### src/rtl/eeprom_host_pkg.sv
// Overview of operation
// - A write needs chip select and write strobe low with output enable high.
// - The host keeps the page select bits unchanged over one page.
// - Any byte write may grow into a page of up to 31 more bytes.
// - The host starts each further byte load within 100 us of the last.
// - Output enable low, strobe high or select high inhibit writes.
// - Chip select comes from address decode; enable and strobe are shared. This host drives select from its access states instead.
package eeprom_host_pkg;

    // ==========================================================
    // Geometry
    localparam int unsigned ADDR_W      = 13;
    localparam int unsigned DATA_W      = 8;
    localparam int unsigned PAGE_BYTES  = 32;
    localparam int unsigned PAGE_LSB    = 5;
    localparam int unsigned PAGE_MSB    = 12;
    localparam int unsigned TOP_BIT     = 7;

    // ==========================================================
    // Timing figures as printed
    localparam int unsigned CLK_MHZ     = 125;
    localparam int unsigned T_OES_NS    = 10;
    localparam int unsigned T_WP_NS     = 100;
    localparam int unsigned T_AH_NS     = 50;
    localparam int unsigned T_OHZ_NS    = 50;
    localparam int unsigned T_ACC_NS    = 180;
    localparam int unsigned T_BLC_US    = 100;
    localparam int unsigned T_DW_US     = 10;
    localparam int unsigned T_WC_MS     = 5;

    // ==========================================================
    // Cycle counts; nanosecond times round up, microsecond and millisecond times convert exactly.
    localparam int unsigned SETUP_CYC   = (T_OES_NS * CLK_MHZ + 999) / 1000;
    localparam int unsigned WP_CYC      = (T_WP_NS * CLK_MHZ + 999) / 1000;
    localparam int unsigned HOLD_CYC    = (T_AH_NS * CLK_MHZ + 999) / 1000;
    localparam int unsigned HZ_CYC      = (T_OHZ_NS * CLK_MHZ + 999) / 1000;
    localparam int unsigned SYNC_LAT    = 4;
    localparam int unsigned RD_CYC      = (T_ACC_NS * CLK_MHZ + 999) / 1000 + SYNC_LAT;
    localparam int unsigned DW_CYC      = T_DW_US * CLK_MHZ;
    localparam int unsigned BLC_CYC     = T_BLC_US * CLK_MHZ;
    localparam int unsigned WC_MAX_CYC  = T_WC_MS * 1000 * CLK_MHZ;

    // ==========================================================
    // Controller states, Gray coded along the write and poll path
    typedef enum logic [3:0] {
        ST_IDLE      = 4'h0,
        ST_WR_SETUP  = 4'h1,
        ST_WR_PULSE  = 4'h3,
        ST_WR_HOLD   = 4'h2,
        ST_PAGE_OPEN = 4'h6,
        ST_RD_SETUP  = 4'h7,
        ST_RD_WAIT   = 4'h5,
        ST_RD_END    = 4'h4,
        ST_RECOVER   = 4'hC
    } state_t;

endpackage : eeprom_host_pkg

### src/rtl/eeprom_host.sv
module eeprom_host import eeprom_host_pkg::*; #(
    parameter int unsigned LOAD_GAP_CYC = BLC_CYC,
    parameter int unsigned POLL_MAX_CYC = WC_MAX_CYC
) (
    input  wire logic              clk,
    input  wire logic              resetn,
    input  wire logic              req_valid,
    input  wire logic              req_write,
    input  wire logic              req_last,
    input  wire logic [ADDR_W-1:0] req_addr,
    input  wire logic [DATA_W-1:0] req_wdata,
    output logic                   req_ready,
    output logic                   rsp_valid,
    output logic      [DATA_W-1:0] rsp_rdata,
    output logic                   wr_done,
    output logic                   poll_timeout,
    output logic                   busy,
    input  wire logic              supply_ok,
    output logic      [ADDR_W-1:0] mem_addr,
    output logic      [DATA_W-1:0] mem_dout,
    output logic                   mem_dout_oe_n,
    input  wire logic [DATA_W-1:0] mem_din,
    output logic                   mem_ce_n,
    output logic                   mem_oe_n,
    output logic                   mem_we_n
);

    // ==========================================================
    // Elaboration checks
    localparam int unsigned WIN_LIMIT = LOAD_GAP_CYC - SETUP_CYC - 2;

    generate
        if (LOAD_GAP_CYC < SETUP_CYC + 4 || LOAD_GAP_CYC > 65535) begin : g_bad_gap
            $error("LOAD_GAP_CYC out of range");
        end
        if (POLL_MAX_CYC < 1 || POLL_MAX_CYC > 16777215) begin : g_bad_poll
            $error("POLL_MAX_CYC out of range");
        end
    endgenerate

    // ==========================================================
    // Input synchronisers
    logic [DATA_W-1:0] din_s;
    logic              supply_s;

    pin_sync #(.WIDTH(DATA_W)) u_din_sync (
        .clk     (clk),
        .resetn  (resetn),
        .pin_in  (mem_din),
        .level_q (din_s)
    );

    pin_sync #(.WIDTH(1)) u_supply_sync (
        .clk     (clk),
        .resetn  (resetn),
        .pin_in  (supply_ok),
        .level_q (supply_s)
    );

    // ==========================================================
    // State
    state_t            state_q,     state_d;
    logic [15:0]       cnt_q,       cnt_d;
    logic [15:0]       win_q,       win_d;
    logic [23:0]       poll_q,      poll_d;
    logic [5:0]        bytes_q,     bytes_d;
    logic              close_q,     close_d;
    logic              polling_q,   polling_d;
    logic [ADDR_W-1:0] last_addr_q, last_addr_d;
    logic [DATA_W-1:0] last_data_q, last_data_d;
    logic [DATA_W-1:0] rd_data_q,   rd_data_d;
    logic              pend_q,      pend_d;
    logic              pend_wr_q,   pend_wr_d;
    logic [ADDR_W-1:0] pend_addr_q, pend_addr_d;
    logic [DATA_W-1:0] pend_data_q, pend_data_d;
    logic              ready_d;
    logic              rsp_d;
    logic              done_d;
    logic              tmo_d;
    logic [ADDR_W-1:0] addr_d;
    logic [DATA_W-1:0] dout_d;

    logic              take;
    logic              start;
    logic              src_wr;
    logic [ADDR_W-1:0] src_addr;
    logic [DATA_W-1:0] src_data;
    logic              same_page;

    always_comb begin
        take      = req_valid && req_ready;
        start     = pend_q ? supply_s : take;
        src_wr    = pend_q ? pend_wr_q : req_write;
        src_addr  = pend_q ? pend_addr_q : req_addr;
        src_data  = pend_q ? pend_data_q : req_wdata;
        same_page = req_addr[PAGE_MSB:PAGE_LSB] == last_addr_q[PAGE_MSB:PAGE_LSB];
    end

    // ==========================================================
    // Sequencer
    always_comb begin
        state_d     = state_q;
        cnt_d       = cnt_q + 16'h0001;
        win_d       = (win_q < 16'(LOAD_GAP_CYC)) ? win_q + 16'h0001 : win_q;
        poll_d      = polling_q ? poll_q + 24'h000001 : poll_q;
        bytes_d     = bytes_q;
        close_d     = close_q;
        polling_d   = polling_q;
        last_addr_d = last_addr_q;
        last_data_d = last_data_q;
        rd_data_d   = rd_data_q;
        pend_d      = pend_q;
        pend_wr_d   = pend_wr_q;
        pend_addr_d = pend_addr_q;
        pend_data_d = pend_data_q;
        addr_d      = mem_addr;
        dout_d      = mem_dout;
        rsp_d       = 1'b0;
        done_d      = 1'b0;
        tmo_d       = 1'b0;
        case (state_q)
            ST_IDLE: begin
                // Nothing starts while the supply is low, matching the part's own lockout.
                if (start) begin
                    pend_d = 1'b0;
                    addr_d = src_addr;
                    cnt_d  = 16'h0000;
                    if (src_wr) begin
                        dout_d      = src_data;
                        last_addr_d = src_addr;
                        last_data_d = src_data;
                        bytes_d     = 6'h01;
                        close_d     = pend_q ? 1'b0 : req_last;
                        state_d     = ST_WR_SETUP;
                    end else begin
                        polling_d = 1'b0;
                        state_d   = ST_RD_SETUP;
                    end
                end
            end
            ST_WR_SETUP: begin
                // Output enable has been high for its setup time before the strobe falls.
                if (cnt_q >= 16'(SETUP_CYC - 1)) begin
                    cnt_d   = 16'h0000;
                    win_d   = 16'h0000;
                    state_d = ST_WR_PULSE;
                end
            end
            ST_WR_PULSE: begin
                if (cnt_q >= 16'(WP_CYC - 1)) begin
                    cnt_d   = 16'h0000;
                    state_d = ST_WR_HOLD;
                end
            end
            ST_WR_HOLD: begin
                // Address and data stay put past the strobe rise so both latches see them.
                if (cnt_q >= 16'(HOLD_CYC - 1)) begin
                    state_d = ST_PAGE_OPEN;
                end
            end
            ST_PAGE_OPEN: begin
                if (take) begin
                    if (req_write && same_page && bytes_q < 6'(PAGE_BYTES)) begin
                        addr_d      = req_addr;
                        dout_d      = req_wdata;
                        last_addr_d = req_addr;
                        last_data_d = req_wdata;
                        bytes_d     = bytes_q + 6'h01;
                        close_d     = req_last;
                        cnt_d       = 16'h0000;
                        state_d     = ST_WR_SETUP;
                    end else begin
                        // Foreign requests wait until polling of the page ends in done or timeout.
                        pend_d      = 1'b1;
                        pend_wr_d   = req_write;
                        pend_addr_d = req_addr;
                        pend_data_d = req_wdata;
                        close_d     = 1'b1;
                    end
                end else if (win_q >= 16'(LOAD_GAP_CYC)) begin
                    // Polling only after the load window is surely over keeps reads
                    // from landing while the part still takes bytes.
                    addr_d    = last_addr_q;
                    polling_d = 1'b1;
                    poll_d    = 24'h000000;
                    cnt_d     = 16'h0000;
                    state_d   = ST_RD_SETUP;
                end
            end
            ST_RD_SETUP: begin
                cnt_d   = 16'h0000;
                state_d = ST_RD_WAIT;
            end
            ST_RD_WAIT: begin
                if (cnt_q >= 16'(RD_CYC - 1)) begin
                    rd_data_d = din_s;
                    cnt_d     = 16'h0000;
                    state_d   = ST_RD_END;
                end
            end
            ST_RD_END: begin
                // The gap lets the part release the bus before anything drives it.
                if (cnt_q >= 16'(HZ_CYC - 1)) begin
                    cnt_d = 16'h0000;
                    if (!polling_q) begin
                        rsp_d   = 1'b1;
                        state_d = ST_IDLE;
                    end else if (rd_data_q[TOP_BIT] == last_data_q[TOP_BIT]) begin
                        polling_d = 1'b0;
                        done_d    = 1'b1;
                        state_d   = ST_RECOVER;
                    end else if (poll_q >= 24'(POLL_MAX_CYC)) begin
                        polling_d = 1'b0;
                        tmo_d     = 1'b1;
                        state_d   = ST_IDLE;
                    end else begin
                        state_d = ST_RD_SETUP;
                    end
                end
            end
            ST_RECOVER: begin
                if (cnt_q >= 16'(DW_CYC - 1)) begin
                    state_d = ST_IDLE;
                end
            end
            default: begin
                state_d = ST_IDLE;
            end
        endcase
        ready_d = supply_s && !pend_d && ((state_d == ST_IDLE)
                  || (state_d == ST_PAGE_OPEN && !close_d && win_d < 16'(WIN_LIMIT)));
    end

    // ==========================================================
    // Registers; pins idle in the inhibit state from reset on.
    always_ff @(posedge clk or negedge resetn) begin
        if (!resetn) begin
            state_q       <= ST_IDLE;
            cnt_q         <= 16'h0000;
            win_q         <= 16'h0000;
            poll_q        <= 24'h000000;
            bytes_q       <= 6'h00;
            close_q       <= 1'b0;
            polling_q     <= 1'b0;
            last_addr_q   <= '0;
            last_data_q   <= '0;
            rd_data_q     <= '0;
            pend_q        <= 1'b0;
            pend_wr_q     <= 1'b0;
            pend_addr_q   <= '0;
            pend_data_q   <= '0;
            req_ready     <= 1'b0;
            rsp_valid     <= 1'b0;
            rsp_rdata     <= '0;
            wr_done       <= 1'b0;
            poll_timeout  <= 1'b0;
            busy          <= 1'b0;
            mem_addr      <= '0;
            mem_dout      <= '0;
            mem_dout_oe_n <= 1'b1;
            mem_ce_n      <= 1'b1;
            mem_oe_n      <= 1'b1;
            mem_we_n      <= 1'b1;
        end else begin
            state_q       <= state_d;
            cnt_q         <= cnt_d;
            win_q         <= win_d;
            poll_q        <= poll_d;
            bytes_q       <= bytes_d;
            close_q       <= close_d;
            polling_q     <= polling_d;
            last_addr_q   <= last_addr_d;
            last_data_q   <= last_data_d;
            rd_data_q     <= rd_data_d;
            pend_q        <= pend_d;
            pend_wr_q     <= pend_wr_d;
            pend_addr_q   <= pend_addr_d;
            pend_data_q   <= pend_data_d;
            req_ready     <= ready_d;
            rsp_valid     <= rsp_d;
            rsp_rdata     <= rsp_d ? rd_data_q : rsp_rdata;
            wr_done       <= done_d;
            poll_timeout  <= tmo_d;
            busy          <= (state_d != ST_IDLE) || pend_d;
            mem_addr      <= addr_d;
            mem_dout      <= dout_d;
            // Select follows the access itself, so an outer decoder may gate it too.
            mem_ce_n      <= !(state_d inside {ST_WR_SETUP, ST_WR_PULSE, ST_WR_HOLD,
                                               ST_RD_SETUP, ST_RD_WAIT});
            mem_oe_n      <= !(state_d inside {ST_RD_SETUP, ST_RD_WAIT});
            mem_we_n      <= !(state_d == ST_WR_PULSE);
            mem_dout_oe_n <= !(state_d inside {ST_WR_SETUP, ST_WR_PULSE, ST_WR_HOLD});
        end
    end

endmodule : eeprom_host

### src/rtl/pin_sync.sv
module pin_sync #(
    parameter int unsigned WIDTH = 1
) (
    input  wire logic             clk,
    input  wire logic             resetn,
    input  wire logic [WIDTH-1:0] pin_in,
    output logic      [WIDTH-1:0] level_q
);

    // ==========================================================
    // Three stages per bit; a change counts only once stages two and three agree.
    logic [WIDTH-1:0] s1_q;
    logic [WIDTH-1:0] s2_q;
    logic [WIDTH-1:0] s3_q;
    logic [WIDTH-1:0] level_d;

    genvar i;
    generate
        for (i = 0; i < WIDTH; i++) begin : g_bit
            always_comb begin
                level_d[i] = (s2_q[i] == s3_q[i]) ? s3_q[i] : level_q[i];
            end
            always_ff @(posedge clk or negedge resetn) begin
                if (!resetn) begin
                    s1_q[i]    <= 1'b0;
                    s2_q[i]    <= 1'b0;
                    s3_q[i]    <= 1'b0;
                    level_q[i] <= 1'b0;
                end else begin
                    s1_q[i]    <= pin_in[i];
                    s2_q[i]    <= s1_q[i];
                    s3_q[i]    <= s2_q[i];
                    level_q[i] <= level_d[i];
                end
            end
        end
    endgenerate

endmodule : pin_sync

### config.mk
export PLATFORM = sky130hd
export DESIGN_NAME = eeprom_host
export DESIGN_NICKNAME = d
export VERILOG_FILES = /design/src/rtl/eeprom_host_pkg.sv /design/src/rtl/eeprom_host.sv /design/src/rtl/pin_sync.sv
export SDC_FILE = /design/constraint.sdc
export NUM_CORES = 1
export LEC_CHECK = 0
export ABC_AREA = 1
export BUFFER_PORTS_ARGS = -buffer_cell sky130_fd_sc_hd__buf_2
export CAP_MARGIN = 20
export CORE_MARGIN = 10
export CORE_UTILIZATION = 35
export CTS_CLUSTER_SIZE = 12
export DETAILED_ROUTE_END_ITERATION = 8
export GPL_ROUTABILITY_DRIVEN = 0
export HOLD_SLACK_MARGIN = 0.06
export RECOVER_POWER = 25
export SLEW_MARGIN = 20
export SYNTH_ARGS = -nofsm -noshare
export SYNTH_HDL_FRONTEND = slang
export SYNTH_SLANG_ARGS = --single-unit
### constraint.sdc
create_clock -name clk -period 3 [get_ports clk]
set_input_delay 0.3 -clock clk [delete_from_list [all_inputs] [get_ports clk]]
set_output_delay 0.3 -clock clk [all_outputs]
set_load 0.1 [all_outputs]
# Word-level counts from Yosys, hierarchy flattened

Index checks and enable logic that the tools add are counted.
W data, S select, Z words.

Logic and storage cells: 224
Register bits: 186
Input port bits: 35
Output and inout port bits: 38

Multiplexer cells: 85
$lt $le $gt $ge: 10
Bitwise gates (word level): 1
Equality and inequality tests: 35
Reductions and logical operators: 28
Add/sub/neg operators: 4

Operators with widths:

| cell                    | count |
|---|---|
| $mux W16                | 11 |
| $pmux W16 S7            | 1 |
| $mux W13                | 8 |
| $mux W24                | 4 |
| $pmux W13 S2            | 2 |
| $mux W4                 | 12 |
| $mux W8                 | 5 |
| $pmux W4 S9             | 1 |
| $add A16 B1 Y16 const B | 2 |
| $lt A16 B14 Y1 const B  | 2 |
| $mux W1                 | 30 |
| $eq A4 B3 Y1 const B    | 7 |
| $add A24 B1 Y24 const B | 1 |
| $ge A24 B20 Y1 const B  | 1 |
| $mux W6                 | 4 |
| $eq A4 B2 Y1 const B    | 4 |
| $ge A16 B1 Y1 const B   | 1 |
| $ge A16 B11 Y1 const B  | 1 |
| $ge A16 B14 Y1 const B  | 1 |
| $ge A16 B3 Y1 const B   | 1 |
| $ge A16 B4 Y1 const B   | 1 |
| $ge A16 B5 Y1 const B   | 1 |
| $ne A2 B2 Y1 const B    | 8 |
| $pmux W8 S2             | 1 |
| other kinds (25)        | 53 |

# Depth between registers and ports, before layout

Depth after elaboration: 11
Depth in mapped cells: 15
Depth with buffers taken out: 15

# Cells and area by module

From an unflattened synthesis, not the netlist that was laid out.

Cell total of the unflattened synthesis: 1,096
Area, all modules: 9,146.3 sq um

By module, submodules not included:

| module                    | instances | seq. area each (sq um) | cells each | area an instance (sq um) |
|---|---|---|---|---|
| eeprom_host               | 1         | 3,758.6                | 1,024      | 8,099.0 |
| pin_sync at u_din_sync    | 1         | 800.8                  | 64         | 930.9 |
| pin_sync at u_supply_sync | 1         | 100.1                  | 8          | 116.4 |

# Worst setup path after synthesis

OpenSTA, ideal clock, no wires.

Path type: register -> register
Start: register req_ready
End: register mem_addr[10]
Arrival: 2.249 ns
Buffers on the path: 2
Cell stages (with the launch flop): 7
Path slack: 0.625 ns
Library setup time: 0.126 ns
Period minus slack after synthesis: 2.375 ns
Required time: 2.874 ns
Cell sequence: dfrtp_1 nand2_1 buf_2 o21bai_1 a31oi_2 buf_4 mux2_2

Cells in the longest elaborated chain, start to end: 4
Elaborated cells on any way between the ends: 8
Those cells by class: 3 x eq/ne; 3 x mux; 2 x reduce/logical

Ends and longest elaborated chain:

| item                               | line               | RTL |
|---|---|---|
| start, declared                    | eeprom_host.sv:12  | `output logic req_ready,` |
| start signal, assigned             | eeprom_host.sv:279 | `req_ready <= ready_d;` |
| $logic_and A1 B1 Y1 *              | eeprom_host.sv:91  | `take = req_valid && req_ready;` |
| $mux W1                            | eeprom_host.sv:92  | `start = pend_q ? supply_s : take;` |
| $ne A2 B2 Y1 (no source line)      | n/a                |  |
| $reduce_and A4 Y1 (no source line) | n/a                |  |
| end signal, assigned               | eeprom_host.sv:285 | `mem_addr <= addr_d;` |
| end, declared                      | eeprom_host.sv:19  | `output logic [ADDR_W-1:0] mem_addr,` |

Mark *: on every way between the ends. The rest lies on a longest branch, timed or not.
A chain may end at the register's enable or synchronous reset.

# Final worst setup path

Start: register state_q[3]
End: register req_ready

Cells in the longest elaborated chain, start to end: 8
Elaborated cells on any way between the ends: 33
Those cells by class: 1 x order compare; 9 x eq/ne; 14 x mux; 9 x reduce/logical

Ends and longest elaborated chain:

| item                                                                   | line               | RTL |
|---|---|---|
| start, declared                                                        | eeprom_host.sv:62  | `state_t state_q, state_d;` |
| start signal, assigned                                                 | eeprom_host.sv:265 | `state_q <= state_d;` |
| parallel branches: the longest is 7 deep, another holds $lt A16 B14 Y1 | n/a                |  |
| $logic_and A1 B1 Y1 *                                                  | eeprom_host.sv:230 | `ready_d = supply_s && !pend_d && ((state_d == ST_IDLE)` |
| via ready_d                                                            | eeprom_host.sv:76  | `logic ready_d;` |

Mark *: on every way through the listed nets, which the timed path passes.

==> key figures <==
Final layout
  – Final std cells w/o fill: 1,520
  – Nets@finish: 1,220
  – Most frequent cells in the layout: nand2_1, dfrtp_1, nor2_1
  – Layout cells sized above 1: 0.159
  – Layout filler cell count: 2,467
  – Syn-to-layout area delta: 16.8%
  – Finished layout cell area: 0.0106 mm²
  – Commonest non-fill, non-tap cell in the layout: nand2_1

Setup path
  – Worst Path Arrival: 2.74 ns
  – Reg2reg path depth: 11
  – Worst reg-to-reg setup slack: about 0.62 ns
  – Startpoint Class: flop
  – Crit path kind: reg -> reg
  – CP endpoint kind: flop
  – Critical Path RT: 3.36 ns
  – R2R Path Start: state_q[3]$_DFF_PN0_
  – Worst-path fanout max: 14
  – Reg-to-reg endpoint: req_ready$_DFF_PN0_

Clock network
  – # clock sinks: between 150 and 200
  – TritonCTS Buffers: 17
  – Root Driver: clkbuf_16
  – CTS tree: done
  – Worst-Skew Late Latency: roughly 0.44 ns
  – Clock transition at the registers of the reported paths: 0.08 ns
  – Clk buf depth: 2
  – H-tree Lvls: 4

Detailed routing
  – Vias/cell: 4.72
  – Antenna Nets Post-Route: 0
  – Iter 0 DRT Violations: 411
  – Post-DR wirelength/cell: 13.4 µm
  – Final WL: 20,400 µm
  – # DRC: 0
  – Via count: 7,175
  – First drt pass iteration count: 5

GRT
  – First-pass GRT wire length: ~35,000 µm
  – Largest net degree at the start of global routing: 87
  – Vias in the first global route: 6,964
  – Initial antenna violation count: 2
  – Remaining Overflow, GRT: 0
  – GRT Util Overall: 0.126

Yosys
  – Main synth FF type: dfrtp_1
  – #FFs+latches synth: 186
  – Number of flops mapped to enable cells by yosys: 0
  – Synth Area per Inst: roughly 8.3 µm²
  – Sequential area share after synthesis: 0.515
  – Cell variety after synth: 45
  – YS warnings: 0
  – Synth Net Count: 1,131
  – Async set-reset flop share out of synthesis: 1.00
  – Mapped Cells: 1,087
  – Post-Syn Area: 0.00905 mm²

Place
  – Detailed Place HPWL: between 10,000 and 15,000 µm
  – Placed instance area: 0.00981 mm²
  – Port bufs: 72
  – DP Cell Count: between 1,000 and 1,500

Die
  – Die Span X: between 150 and 200 µm
  – FP Rows: 58
  – Core area: between 0.02 and 0.03 mm²
  – Io pins: 73
  – Initial Util: 0.357
  – Die height: about 180 µm
  – Die area: 0.0327 mm²

Pwr
  – Leak: 5.26 nW
  – PwrDens: 953 mW/mm²
  – Peak supply drop: 695 µV

Timing
  – Final Hold Fails: 0
  – Final period util: 0.795
  – Slew HR: 0.514
  – RSZ-0062 raised after global routing: no
  – Max Freq: ~420 MHz
  – Final setup TNS: 0 ns
  – Final Max Tran Viols: 0
  – Final Skew: approximately 0.014 ns
  – Fin crit period: 2.38 ns
  – Final setup viols: 0
  – Worst slew pin tran: around 0.73 ns

Min path
  – Hold Crit Start: req_wdata[3]
  – Worst min-delay path class: in -> reg
  – Hold Crit Endpoint: pend_data_q[3]$_DFFE_PN0P_
  – Worst hold path depth: 3

Run status
  – Status: finished clean

Job
  – Max_cap viols: 0
-- per-stage QoR --
step	setup slack, ns	total power [W]	hold WS (ns)	utilization
after global routing	0.317	0.0108	0.0757	0.417
after floorplan	0.625	0.00687	0.00441	-
after CTS	0.616	0.0102	0.0632	0.417
after detailed placement	0.608	0.00776	0.335	0.387
final	0.616	0.0101	0.0748	0.417
after global placement	0.651	0.00771	0.332	0.387
-- worst max path at each step --
stage | startpoint | end | slack, ns | cells past startpoint
after floorplan | req_ready$_DFF_PN0_ | mem_addr[10]$_DFFE_PN0P_ | 0.62 | 6
after global placement | cnt_q[1]$_DFF_PN0_ | req_ready$_DFF_PN0_ | 0.65 | 13
after detailed placement | req_valid | last_data_q[4]$_DFFE_PN0P_ | 0.61 | 8
after CTS | state_q[3]$_DFF_PN0_ | req_ready$_DFF_PN0_ | 0.62 | 11
after global routing | cnt_q[1]$_DFF_PN0_ | req_ready$_DFF_PN0_ | 0.32 | 13
final | state_q[3]$_DFF_PN0_ | req_ready$_DFF_PN0_ | 0.62 | 11
-- where the power goes --
group / total (W) / internal [W] / leakage (nW) / switching, W
combinational: 0.00428 / 0.00107 / 2.66 / 0.00322
clock: 0.00236 / 0.00117 / 0.305 / 0.00120
sequential: 0.00342 / 0.00307 / 2.30 / 0.000354
-- kinds of logic (layout without fill, tap and decap cells) --
kind of cell / after synthesis / after routing / share of synthesized area
XOR/XNOR: 24 / 24 / 0.0232
flip-flops: 186 / 186 / 0.515
multiplexers: 21 / 21 / 0.0261
buffers and inverters: 167 / 269 / 0.0728
adder cells (fa/ha/maj): 18 / 18 / 0.0224
AND/OR/NAND/NOR: 555 / 555 / 0.267
AO/OA/AOI/OAI: 116 / 116 / 0.0741
other: 0 / 1 / 0
-- timing repair --
action | in CTS | in global routing
buffers inserted | 0 | 0
setup endpoints to repair | 0 | 0
resized for setup | 0 | 0
hold endpoints to repair | 90 | 0
hold buffers | 13 | 0
-- flip-flops by register name (all words and copies together) (netlist names), 4 cells and up --
signal	count
bytes_q	6
cnt_q	16
last_addr_q	13
last_data_q	8
mem_addr	13
pend_addr_q	13
pend_data_q	8
poll_q	24
rd_data_q	8
rsp_rdata	8
state_q	4
u_din_sync.level_q	8
u_din_sync.s1_q	8
u_din_sync.s2_q	8
u_din_sync.s3_q	8
win_q	16
-- layer usage --
layer / vias up / track usage / wire, µm
met5: - / 0 / 7
met4: 2 / 0.0344 / 240
met3: 24 / 0.0300 / 965
met2: 168 / 0.187 / 8670
met1: 3329 / 0.179 / 10500
li1: 3652 / - / -
-- cell type report --
type                       count  area, µm²  area share
inverter                     139        522      0.0494
timing repair buffer          98        609      0.0576
sequential                   186       4660       0.441
tap                          330        413      0.0391
antenna                        1       2.50    0.000237
clock buffer                  17        425      0.0402
multi-input combinational    734       3730       0.353
clock inverter                15        206      0.0195
-- worst max-delay path, cell delays in order, from the launching register on --
cell	delay, ns
dfrtp_1	0.40
inv_1	0.08
nand2_1	0.13
nor2_4	0.38
nand2_2	0.32
nor2_2	0.20
inv_1	0.22
nand3_2	0.17
o21bai_1	0.08
nor2_1	0.09
nand3_1	0.08
a21oi_1	0.14
-- synth_stat cells, types with 3 or more instances --
| cell type | number | area [µm²] |
|---|---|---|
| nor3b_1 | 4 | 30.0 |
| xnor2_1 | 6 | 52.6 |
| nand4_1 | 9 | 56.3 |
| nand2_2 | 6 | 37.5 |
| inv_1 | 123 | 462 |
| a21oi_1 | 14 | 70.1 |
| clkbuf_1 | 9 | 33.8 |
| nand3_1 | 76 | 380 |
| mux2_2 | 21 | 236 |
| inv_2 | 14 | 52.6 |
| nor3_2 | 3 | 30.0 |
| a31oi_1 | 15 | 93.8 |
| nor2_4 | 3 | 33.8 |
| ha_1 | 9 | 113 |
| o211ai_1 | 14 | 105 |
| nor3_1 | 20 | 100 |
| nor2_1 | 126 | 473 |
| o21bai_1 | 3 | 22.5 |
| nand2_1 | 284 | 1070 |
| nor2_2 | 9 | 56.3 |
| o21ai_0 | 60 | 300 |
| or2_2 | 4 | 25.0 |
| nor4_1 | 4 | 25.0 |
| dfstp_2 | 4 | 105 |
| maj3_1 | 9 | 90.1 |
| buf_4 | 4 | 30.0 |
| xor2_1 | 18 | 158 |
| buf_2 | 13 | 65.1 |
| dfrtp_1 | 182 | 4550 |
Power figures use the tool's default switching activity.
